<file path="src/pkg/lp4_timing_pkg.sv">
// Timing constants, types and behaviour summary for the command spacing host
// Behaviour
// After power-down exit plus its delay, wait row-to-column plus 3 cycles before MRR.
// A mode read is followed by at least 8 cycles before the next command.
// A mode write is followed by max(10 ns, 10 cycles) before the next command.
// A mode set is followed by max(14 ns, 10 cycles) before dependent commands.
// After self refresh entry keep clock enable high max(1.75 ns, 3 cycles).
// Stay in self refresh at least max(15 ns, 3 cycles).
// After self refresh exit wait refresh cycle plus 7.5 ns, at least 2 cycles.
// After clock enable falls keep the clock running max(5 ns, 5 cycles).
// Training commands are spaced by the 20 ns read delay rounded up.
// Hold the strobe at a valid level 10 ns before clock enable falls.
// First training command comes 250 ns after clock enable falls.
// In training, toggle the strobe at least 2 cycles after select.
// After clock enable rises, wait 10 ns before releasing the strobe.
// After training exit wait 200 ns, or 250 ns for long steps, and 5 cycles.
// After select in training keep the clock running max(7.5 ns, 5 cycles).
// After power-down exit delay, wait row-to-column plus 3 cycles before FIFO write.
// After oscillator stop wait max(40 ns, 8 cycles) before reading its count.
// The device drives the strobe within max(20 ns, 12 cycles) of preamble training.
// After impedance calibration reset wait max(50 ns, 3 cycles).
// A set point switch takes 200 ns with no command meanwhile.
// Keep clock running max(7.5 ns, 4 cycles) around a set point change.
// With burst length 32 each command spacing grows by 8 cycles; power-down, self refresh and training waits do not.
// A dual delay ends only when both time and cycle count have passed.
// In the self refresh exit window only mode and multipurpose commands go.
// No oscillator restart until the stop-to-readout delay has passed.
// Each spacing is a cycle counter derived from time and clock period.
package lp4_timing_pkg;
  localparam int CK_PS = 20000;
  typedef logic [9:0] cnt_t;

  // both bounds
  function automatic int cyc(input int ps, input int n);
    int c;
    c = (ps + CK_PS - 1) / CK_PS;
    if (c < 1)
      c = 1;
    return (c > n) ? c : n;
  endfunction : cyc

  localparam int MRR_CYC = 8;
  localparam int MRW_PS = 10000;
  localparam int MRD_PS = 14000;
  localparam int MRW_CYC = cyc(MRW_PS, 10);
  localparam int MRD_CYC = cyc(MRD_PS, 10);
  localparam int ESCKE_PS = 1750;
  localparam int ESCKE_CYC = cyc(ESCKE_PS, 3);
  localparam int SR_PS = 15000;
  localparam int SR_CYC = cyc(SR_PS, 3);
  localparam int XSR_PS = 7500;
  localparam int XSR_MIN = 2;
  localparam int CKELCK_PS = 5000;
  localparam int CKELCK_CYC = cyc(CKELCK_PS, 5);
  localparam int ADR_PS = 20000;
  localparam int CACD_CYC = cyc(ADR_PS, 1);
  localparam int DQSCKE_PS = 10000;
  localparam int DQSCKE_CYC = cyc(DQSCKE_PS, 1);
  localparam int CAENT_PS = 250000;
  localparam int CAENT_CYC = cyc(CAENT_PS, 1);
  localparam int CS_DQS_CYC = 2;
  localparam int CKEHDQS_PS = 10000;
  localparam int CKEHDQS_CYC = cyc(CKEHDQS_PS, 1);
  localparam int XCBT_PS = 200000;
  localparam int XCBT_LONG_PS = 250000;
  localparam int XCBT_CYC = cyc(XCBT_PS, 5);
  localparam int XCBT_LONG_CYC = cyc(XCBT_LONG_PS, 5);
  localparam int CKPSTCS_PS = 7500;
  localparam int CKPSTCS_CYC = cyc(CKPSTCS_PS, 5);
  localparam int OSC_PS = 40000;
  localparam int OSC_CYC = cyc(OSC_PS, 8);
  localparam int SDO_PS = 20000;
  localparam int SDO_CYC = cyc(SDO_PS, 12);
  localparam int ZQR_PS = 50000;
  localparam int ZQR_CYC = cyc(ZQR_PS, 3);
  localparam int FC_PS = 200000;
  localparam int FC_CYC = cyc(FC_PS, 1);
  localparam int CKFSPE_PS = 7500;
  localparam int CKFSPE_CYC = cyc(CKFSPE_PS, 4);
  localparam int CKE_PS = 7500;
  localparam int CKE_CYC = cyc(CKE_PS, 4);
  localparam int XP_PS = 7500;
  localparam int XP_CYC = cyc(XP_PS, 5);
  localparam int CKCKEH_PS = 1750;
  localparam int CKCKEH_CYC = cyc(CKCKEH_PS, 3);
  localparam int CMD_GAP_CYC = 2;
  localparam int BL32_EXTRA = 8;

  typedef enum logic [3:0] {
    K_MRR, K_MRW, K_PD, K_SRE, K_SRX, K_CBT_ENTER, K_CBT_CMD, K_CBT_EXIT,
    K_MPC_WFIFO, K_OSC_START, K_OSC_STOP, K_PRE_TRAIN, K_ZQ_RESET, K_FSP
  } cmd_kind_t;

  typedef struct packed {
    cmd_kind_t  kind;
    logic       pasr;
    logic [5:0] ca;
  } req_t;

  typedef struct packed {
    logic       cke;
    logic       cs;
    logic [5:0] ca;
    logic       dqs_out;
    logic       dqs_oe;
    logic       clk_run;
  } mem_pins_t;
endpackage : lp4_timing_pkg

</file>
<file path="src/logic/lp4_timing_host.sv">
// Host-side command spacing sequencer for one memory channel
`timescale 1ns/1ps
`default_nettype none
module lp4_timing_host #(
  parameter int RCD_PS   = 18000,
  parameter int RFCAB_PS = 280000
) (
  input  wire logic                     sys_clk,
  input  wire logic                     rst,
  input  wire lp4_timing_pkg::req_t     req,
  input  wire logic                     req_valid,
  output logic                          req_ready,
  input  wire logic                     bl32,
  input  wire logic                     long_vref,
  input  wire logic                     dqs_in,
  output lp4_timing_pkg::mem_pins_t     mem,
  output logic                          pre_timeout,
  output logic                          in_self_refresh,
  output logic                          in_training
);
  import lp4_timing_pkg::*;

  typedef enum logic [3:0] {
    S_IDLE, S_WAIT, S_PD, S_SRE_HOLD, S_SR_CLK, S_SR, S_SRX_CLK,
    S_CBT_STB, S_CBT_ENT, S_CBT, S_CBT_TOG, S_CBT_REL
  } state_t;

  // power-down exit plus row-to-column plus 3
  localparam int PD_CYC = XP_CYC + cyc(RCD_PS, 1) + 3;
  // refresh cycle plus 7.5 ns
  localparam int XSR_CYC = cyc(RFCAB_PS + XSR_PS, XSR_MIN);

  state_t state_reg;
  state_t ret_reg;
  cnt_t   wait_reg;
  cnt_t   pd_reg;
  cnt_t   osc_reg;
  cnt_t   xsrw_reg;
  cnt_t   sdo_reg;
  logic   dqs_s1_reg;
  logic   dqs_s2_reg;
  logic   allow;
  logic   take;

  // burst length 32 adds cycles
  function automatic cnt_t ld(input int c, input logic long_burst);
    int t;
    t = c - 1;
    if (long_burst)
      t = t + BL32_EXTRA;
    return cnt_t'(t);
  endfunction : ld

  function automatic int mx(input int a, input int b);
    return (a > b) ? a : b;
  endfunction : mx

  // Strobe comes from the pin, so it is synchronised first
  always_ff @(posedge sys_clk)
  begin
    if (rst)
    begin
      dqs_s1_reg <= 1'b0;
      dqs_s2_reg <= 1'b0;
    end
    else
    begin
      dqs_s1_reg <= dqs_in;
      dqs_s2_reg <= dqs_s1_reg;
    end
  end

  always_comb
  begin
    allow = 1'b0;
    case (state_reg)
      S_IDLE:
      begin
        allow = !(req.kind inside {K_SRX, K_CBT_CMD, K_CBT_EXIT});
        // readout held off
        if (req.kind == K_MRR)
          allow = (pd_reg == '0) && (osc_reg == '0);
        // FIFO write held off
        if (req.kind == K_MPC_WFIFO)
          allow = (pd_reg == '0);
        // no restart before readout delay
        if (req.kind == K_OSC_START)
          allow = (osc_reg == '0);
        // exit window admits mode and multipurpose only
        if (xsrw_reg != '0)
        begin
          if (!(req.kind inside {K_MRR, K_MRW, K_MPC_WFIFO, K_OSC_START, K_OSC_STOP}))
            allow = 1'b0;
          if (req.kind == K_MRW && req.pasr)
            allow = 1'b0;
        end
      end
      S_SR:
        allow = (req.kind == K_SRX);
      S_CBT:
        allow = (req.kind == K_CBT_CMD) || (req.kind == K_CBT_EXIT);
      default:
        allow = 1'b0;
    endcase
    take = req_valid && req_ready && allow;
  end

  // Sequencer, pins and ready
  always_ff @(posedge sys_clk)
  begin
    if (rst)
    begin
      state_reg <= S_IDLE;
      ret_reg   <= S_IDLE;
      wait_reg  <= '0;
      req_ready <= 1'b1;
      mem       <= '{cke: 1'b1, cs: 1'b0, ca: 6'h00, dqs_out: 1'b0,
                     dqs_oe: 1'b0, clk_run: 1'b1};
    end
    else
    begin
      mem.cs <= 1'b0;
      if (wait_reg != '0)
        wait_reg <= wait_reg - 10'h001;
      case (state_reg)
        S_IDLE:
        begin
          req_ready <= !take;
          if (take)
          begin
            mem.cs  <= (req.kind != K_PD);
            mem.ca  <= req.ca;
            state_reg <= S_WAIT;
            ret_reg <= S_IDLE;
            case (req.kind)
              // read spacing
              K_MRR:       wait_reg <= ld(MRR_CYC, bl32);
              // write and set spacing
              K_MRW,
              K_PRE_TRAIN: wait_reg <= ld(mx(MRW_CYC, MRD_CYC), bl32);
              // calibration reset
              K_ZQ_RESET:  wait_reg <= ld(ZQR_CYC, bl32);
              // set point switch
              K_FSP:       wait_reg <= ld(mx(FC_CYC, CKFSPE_CYC), bl32);
              K_PD:
              begin
                mem.cke   <= 1'b0;
                state_reg <= S_PD;
                wait_reg  <= ld(CKE_CYC + 1, 1'b0);
              end
              K_SRE:
              begin
                state_reg <= S_SRE_HOLD;
                wait_reg  <= ld(ESCKE_CYC + 1, 1'b0);
              end
              K_CBT_ENTER:
              begin
                // strobe driven low ahead of clock enable
                mem.dqs_oe  <= 1'b1;
                mem.dqs_out <= 1'b0;
                state_reg   <= S_CBT_STB;
                wait_reg    <= ld(mx(DQSCKE_CYC, MRW_CYC), 1'b0);
              end
              default:     wait_reg <= ld(CMD_GAP_CYC, bl32);
            endcase
          end
        end
        // blocked until the counter expires
        S_WAIT:
          if (wait_reg <= 10'h001)
          begin
            state_reg <= ret_reg;
            req_ready <= 1'b1;
          end
        S_PD:
          if (wait_reg <= 10'h001)
          begin
            mem.cke   <= 1'b1;
            state_reg <= S_WAIT;
            wait_reg  <= ld(XP_CYC, 1'b0);
          end
        // clock enable held high
        S_SRE_HOLD:
          if (wait_reg <= 10'h001)
          begin
            mem.cke   <= 1'b0;
            state_reg <= S_SR_CLK;
            // minimum stay and clock hold
            wait_reg  <= ld(mx(CKELCK_CYC, SR_CYC) + 1, 1'b0);
          end
        S_SR_CLK:
          if (wait_reg <= 10'h001)
          begin
            // Clock may stop only after the hold, saving power in self refresh
            mem.clk_run <= 1'b0;
            state_reg   <= S_SR;
            req_ready   <= 1'b1;
          end
        S_SR:
        begin
          req_ready <= !take;
          if (take)
          begin
            mem.clk_run <= 1'b1;
            state_reg   <= S_SRX_CLK;
            wait_reg    <= ld(CKCKEH_CYC + 1, 1'b0);
          end
        end
        S_SRX_CLK:
          if (wait_reg <= 10'h001)
          begin
            mem.cke   <= 1'b1;
            state_reg <= S_WAIT;
            // at least two cycles before the first command
            wait_reg  <= ld(XSR_MIN, 1'b0);
          end
        S_CBT_STB:
          if (wait_reg <= 10'h001)
          begin
            mem.cke   <= 1'b0;
            state_reg <= S_CBT_ENT;
            // first training command delay
            wait_reg  <= ld(CAENT_CYC, 1'b0);
          end
        S_CBT_ENT:
          if (wait_reg <= 10'h001)
          begin
            state_reg <= S_CBT;
            req_ready <= 1'b1;
          end
        S_CBT:
        begin
          req_ready <= !take;
          if (take && req.kind == K_CBT_CMD)
          begin
            mem.cs    <= 1'b1;
            mem.ca    <= req.ca;
            state_reg <= S_CBT_TOG;
            // select to strobe toggle
            wait_reg  <= ld(CS_DQS_CYC + 1, 1'b0);
          end
          else if (take)
          begin
            mem.cke   <= 1'b1;
            state_reg <= S_CBT_REL;
            // strobe kept until released
            wait_reg  <= ld(CKEHDQS_CYC, 1'b0);
          end
        end
        S_CBT_TOG:
          if (wait_reg <= 10'h001)
          begin
            mem.dqs_out <= !mem.dqs_out;
            state_reg   <= S_WAIT;
            ret_reg     <= S_CBT;
            // spacing with clock running
            wait_reg    <= ld(mx(CACD_CYC, CKPSTCS_CYC), 1'b0);
          end
        S_CBT_REL:
          if (wait_reg <= 10'h001)
          begin
            mem.dqs_oe <= 1'b0;
            state_reg  <= S_WAIT;
            ret_reg    <= S_IDLE;
            // training exit settle
            wait_reg   <= ld(long_vref ? XCBT_LONG_CYC : XCBT_CYC, 1'b0);
          end
        default:
        begin
          state_reg <= S_IDLE;
          req_ready <= 1'b1;
        end
      endcase
    end
  end

  // power-down exit window
  always_ff @(posedge sys_clk)
  begin
    if (rst)
      pd_reg <= '0;
    else if (take && req.kind == K_PD)
      pd_reg <= cnt_t'(PD_CYC + CKE_CYC);
    else if (pd_reg != '0)
      pd_reg <= pd_reg - 10'h001;
  end

  // oscillator stop to readout
  always_ff @(posedge sys_clk)
  begin
    if (rst)
      osc_reg <= '0;
    else if (take && req.kind == K_OSC_STOP)
      osc_reg <= cnt_t'(OSC_CYC);
    else if (osc_reg != '0)
      osc_reg <= osc_reg - 10'h001;
  end

  // self refresh exit window, counted from the exit request
  always_ff @(posedge sys_clk)
  begin
    if (rst)
      xsrw_reg <= '0;
    else if (take && req.kind == K_SRX)
      xsrw_reg <= cnt_t'(XSR_CYC + CKCKEH_CYC);
    else if (xsrw_reg != '0)
      xsrw_reg <= xsrw_reg - 10'h001;
  end

  // watch for the strobe after preamble training
  always_ff @(posedge sys_clk)
  begin
    if (rst)
    begin
      sdo_reg     <= '0;
      pre_timeout <= 1'b0;
    end
    else
    begin
      if (take && req.kind == K_PRE_TRAIN)
        sdo_reg <= cnt_t'(SDO_CYC + 2);
      else if (dqs_s2_reg)
        sdo_reg <= '0;
      else if (sdo_reg != '0)
        sdo_reg <= sdo_reg - 10'h001;
      // Expiry wins over a new request in the same cycle
      if (sdo_reg == 10'h001 && !dqs_s2_reg)
        pre_timeout <= 1'b1;
      else if (take && req.kind == K_PRE_TRAIN)
        pre_timeout <= 1'b0;
    end
  end

  always_ff @(posedge sys_clk)
  begin
    if (rst)
    begin
      in_self_refresh <= 1'b0;
      in_training     <= 1'b0;
    end
    else
    begin
      in_self_refresh <= state_reg inside {S_SR_CLK, S_SR, S_SRX_CLK};
      in_training     <= state_reg inside {S_CBT_STB, S_CBT_ENT, S_CBT, S_CBT_TOG} ||
                         (state_reg == S_WAIT && ret_reg == S_CBT);
    end
  end
endmodule : lp4_timing_host
`default_nettype wire

</file>
<file path="config.mk">
export PLATFORM = sky130hd
export DESIGN_NAME = lp4_timing_host
export DESIGN_NICKNAME = d
export VERILOG_FILES = /design/src/pkg/lp4_timing_pkg.sv /design/src/logic/lp4_timing_host.sv
export SDC_FILE = /design/constraint.sdc
export NUM_CORES = 1
export LEC_CHECK = 0
export ABC_AREA = 1
export ABC_CLOCK_PERIOD_IN_PS = 2330
export BUFFER_PORTS_ARGS = -buffer_cell sky130_fd_sc_hd__buf_2
export CAP_MARGIN = 20
export CORE_MARGIN = 2
export CORE_UTILIZATION = 60
export DETAILED_ROUTE_END_ITERATION = 12
export PLACE_DENSITY = 0.8
export SYNTH_ARGS = -nofsm -noshare
export SYNTH_HDL_FRONTEND = slang
export SYNTH_SLANG_ARGS = --single-unit
export TNS_END_PERCENT = 50
</file>
<file path="constraint.sdc">
create_clock -name sys_clk -period 2.33 [get_ports sys_clk]
set_input_delay 0.233 -clock sys_clk [delete_from_list [all_inputs] [get_ports sys_clk]]
set_output_delay 0.233 -clock sys_clk [all_outputs]
set_load 0.01 [all_outputs]
</file>
==> summary.md <==
| Metric | Value |
|---|---|
| Status | finished, final reports clean |
| Nets | 676 |
| Pin count of the biggest net entering global routing | 27 |
| CP Max Fanout | 7 |
| Worst r2r src | xsrw_reg[0] |
| Avg Cell Area, Syn | 6.97 µm² |
| Detailed-route via count | 4,042 |
| Seq/Total Area, Yosys | 0.339 |
| Synthesized area | 4250 µm² |
| Worst path arrival time | 2.32 ns |
| RePlAce Congestion | 0.959 |
| Asr flop ratio synth | 0 |
| Post-Syn Instances | 610 |
| EDFF count, synth | 0 |
| Period minus WS final | 2.10 ns |
| Final setup violation count | 0 |
| Filler cell count in the final layout | 618 |
| Drt total wl | 9.30 mm |
| Die H | 88.2 µm |
| Pre-Repair DR Iteration Count | 5 |
| Final TNS setup | 0 ns |
| CP Data Required Time | 2.55 ns |
| Skew final | 0.00778 ns |
| Yosys cell types | 48 |
| DIE AREA | 7780 µm² |
| RSZ-0062 raised after global routing | false |
| Post-synthesis net count | 634 |
| Final Slew Violations | 0 |
| Hpwl dp | 7.18 mm |
| Leak | 2.21 nW |
| Worst vdd ir | 685 µV |
| TritonCTS Sinks | 72 |
| GR Util met3 | 0.0471 |
| Initial DRC count | 228 |
| Fmax | 0.475 GHz |
| Hold Violations, Final | 0 |
| Largest Register | mem |
| First-pass GRT wire length | 15.8 mm |
| Layout cells sized above 1 | 0.183 |
| Met2 usage | 0.429 |
| Critical R2R Capture | pd_reg[0] |
| GR Overflow Total | 0 |
| Worst reg2reg path depth | 11 |
| Hold WC Path Type | in2reg |
| Standard-cell rows | 30 |
| Core footprint | 6830 µm² |
| Max-slew headroom | 0.605 |
| Max FFs per register | 11 |
| Clock transition at path regs | 0.08 ns |
| DRC viols | 0 |
| Worst skew pair latency | 0.35 ns |
| WL/cell | 12.4 µm |
| Total GRT Usage | 0.256 |
| CTS Buffer Depth | 2 |
| Clk root buf | clkbuf_8 |
| I/O pins | 32 |
| Post-route clock period utilization | 0.903 |
| P per Cell Area | 1390 nW/µm² |
| Die width | 88.2 µm |
| Reg2Reg Setup Slack | 0.23 ns |
| Max-Cap Viols | 0 |
| CP Launch Point | xsrw_reg[0] |
| H-tree depth | 3 |
| Vias in the first global route | 3,773 |
| Critical path class | reg2reg |
| Main synth FF type | dfxtp_1 |
| Hold Buf Count CTS | 0 |
| TritonCTS Buffers | 9 |
| Post-DRT Antenna Nets | 0 |
| # port buffers | 31 |
| Synth Warn # | 0 |
| CTS tree | done |
| P&R area growth vs syn | 11.5% |
| Worst Setup End Kind | register |
| Vias per cell | 5.37 |
| Gr busiest metal | met2 |
| Initial Utilization | 0.623 |
| CP endpoint | pd_reg[0] |
| Synth Register Bits | 72 |
| Initial antenna violation count | 0 |
| # diodes | 0 |
| Slew of the pin with the lowest slew margin | 0.592 ns |
| Met1 GRT Util | 0.322 |
| Type of origin of the critical path | register |
| Smallest hold slack | 0.0954 ns |
[layout make-up]
class	instances	area [µm²]	area share
Clock buffer	10	138	0.0290
Multi-Input combinational cell	453	2470	0.521
Inverter	81	318	0.0670
Sequential cell	72	1440	0.304
Tap cell	96	120	0.0253
Clock inverter	6	67.6	0.0142
Timing Repair Buffer	35	185	0.0390
[per-layer routing]
metal,part of all wire,wire (µm)
met5,0,0
met1,0.47,4330
met4,0.022,201
met2,0.47,4380
met3,0.042,394
[timing repair]
item,4_1_cts,5_1_grt
gates resized for setup,0,2
hold endpoints to repair,0,0
setup buffers,0,0
setup endpoints to repair,0,2
[stage by stage]
step | power (mW) | std cells | utilization | area (µm²) | setup slack (ns)
2_1_floorplan | 4.81 | 610 | - | 4250 | 0.503
3_3_place_gp | 5.42 | 737 | 0.663 | 4530 | 0.305
3_5_place_dp | 5.54 | 737 | 0.663 | 4530 | 0.227
4_1_cts | 6.59 | 753 | 0.693 | 4740 | 0.204
5_1_grt | 7.19 | 753 | 0.694 | 4740 | 0.0170
6_report | 6.58 | 753 | 0.694 | 4740 | 0.226
[where the power goes]
| part | switching, mW | internal [mW] | leakage, nW |
|---|---|---|---|
| logic | 2.26 | 1.35 | 1.52 |
| registers | 0.314 | 1.63 | 0.592 |
| clock network | 0.488 | 0.527 | 0.0989 |
[synth_stat cells (all sizes together) (7+ instances only)]
| cell type | count | area share |
|---|---|---|
| nand2 | 145 | 0.15 |
| nor3 | 21 | 0.029 |
| a21oi | 59 | 0.079 |
| nand4 | 10 | 0.015 |
| dfxtp | 72 | 0.34 |
| o21ai | 28 | 0.035 |
| nand3 | 37 | 0.046 |
| inv | 79 | 0.073 |
| nor2 | 102 | 0.12 |
| xor2 | 14 | 0.029 |
| xnor2 | 8 | 0.016 |
| ha | 7 | 0.021 |
[kinds of logic after synthesis]
group,share of synthesized area
AO/OA/AOI/OAI,0.136
adder cells (fa/ha/maj),0.0206
buffers and inverters,0.0812
XOR/XNOR,0.0453
flip-flops,0.339
AND/OR/NAND/NOR,0.378
[worst min path at each step]
stage | from | end | slack, ns | cells after the start
after CTS | dqs_in | dqs_s1_reg | 0.09 | 3
after global placement | dqs_s1_reg | dqs_s2_reg | 0.39 | 2
after global routing | dqs_in | dqs_s1_reg | 0.10 | 3
after detailed placement | dqs_s1_reg | dqs_s2_reg | 0.40 | 2
after floorplan | dqs_in | dqs_s1_reg | 0.34 | 2
final | dqs_in | dqs_s1_reg | 0.1 | 3
[critical path, cell delays in order, from the launching register on]
cell and delay (ns):
dfxtp_1 0.32, inv_1 0.10, ha_1 0.19, nand2_1 0.10
nor2_2 0.17, nand3_2 0.16, a21oi_2 0.21, nand2_4 0.10
a21oi_4 0.22, nand2_1 0.21, nand3_1 0.12, a31oi_1 0.08
[cell usage in the layout (no fill, tap or decap), types with 3 or more instances in the layout]
cell / n
nor2_2: 6
inv_2: 10
xnor2_1: 8
nand3_1: 35
nor3_2: 4
clkbuf_8: 10
buf_2: 31
a21oi_2: 5
dfxtp_1: 72
or2_2: 4
nand2_2: 12
nor2_8: 4
xor2_1: 14
nand4_1: 10
nor3_1: 17
ha_1: 7
nor2_4: 4
o21ai_1: 3
inv_6: 3
nor2_1: 88
nand2_4: 7
nand2_1: 124
inv_1: 66
buf_4: 4
a21oi_1: 52
o21ai_0: 23
Power figures use the tool's default switching activity.
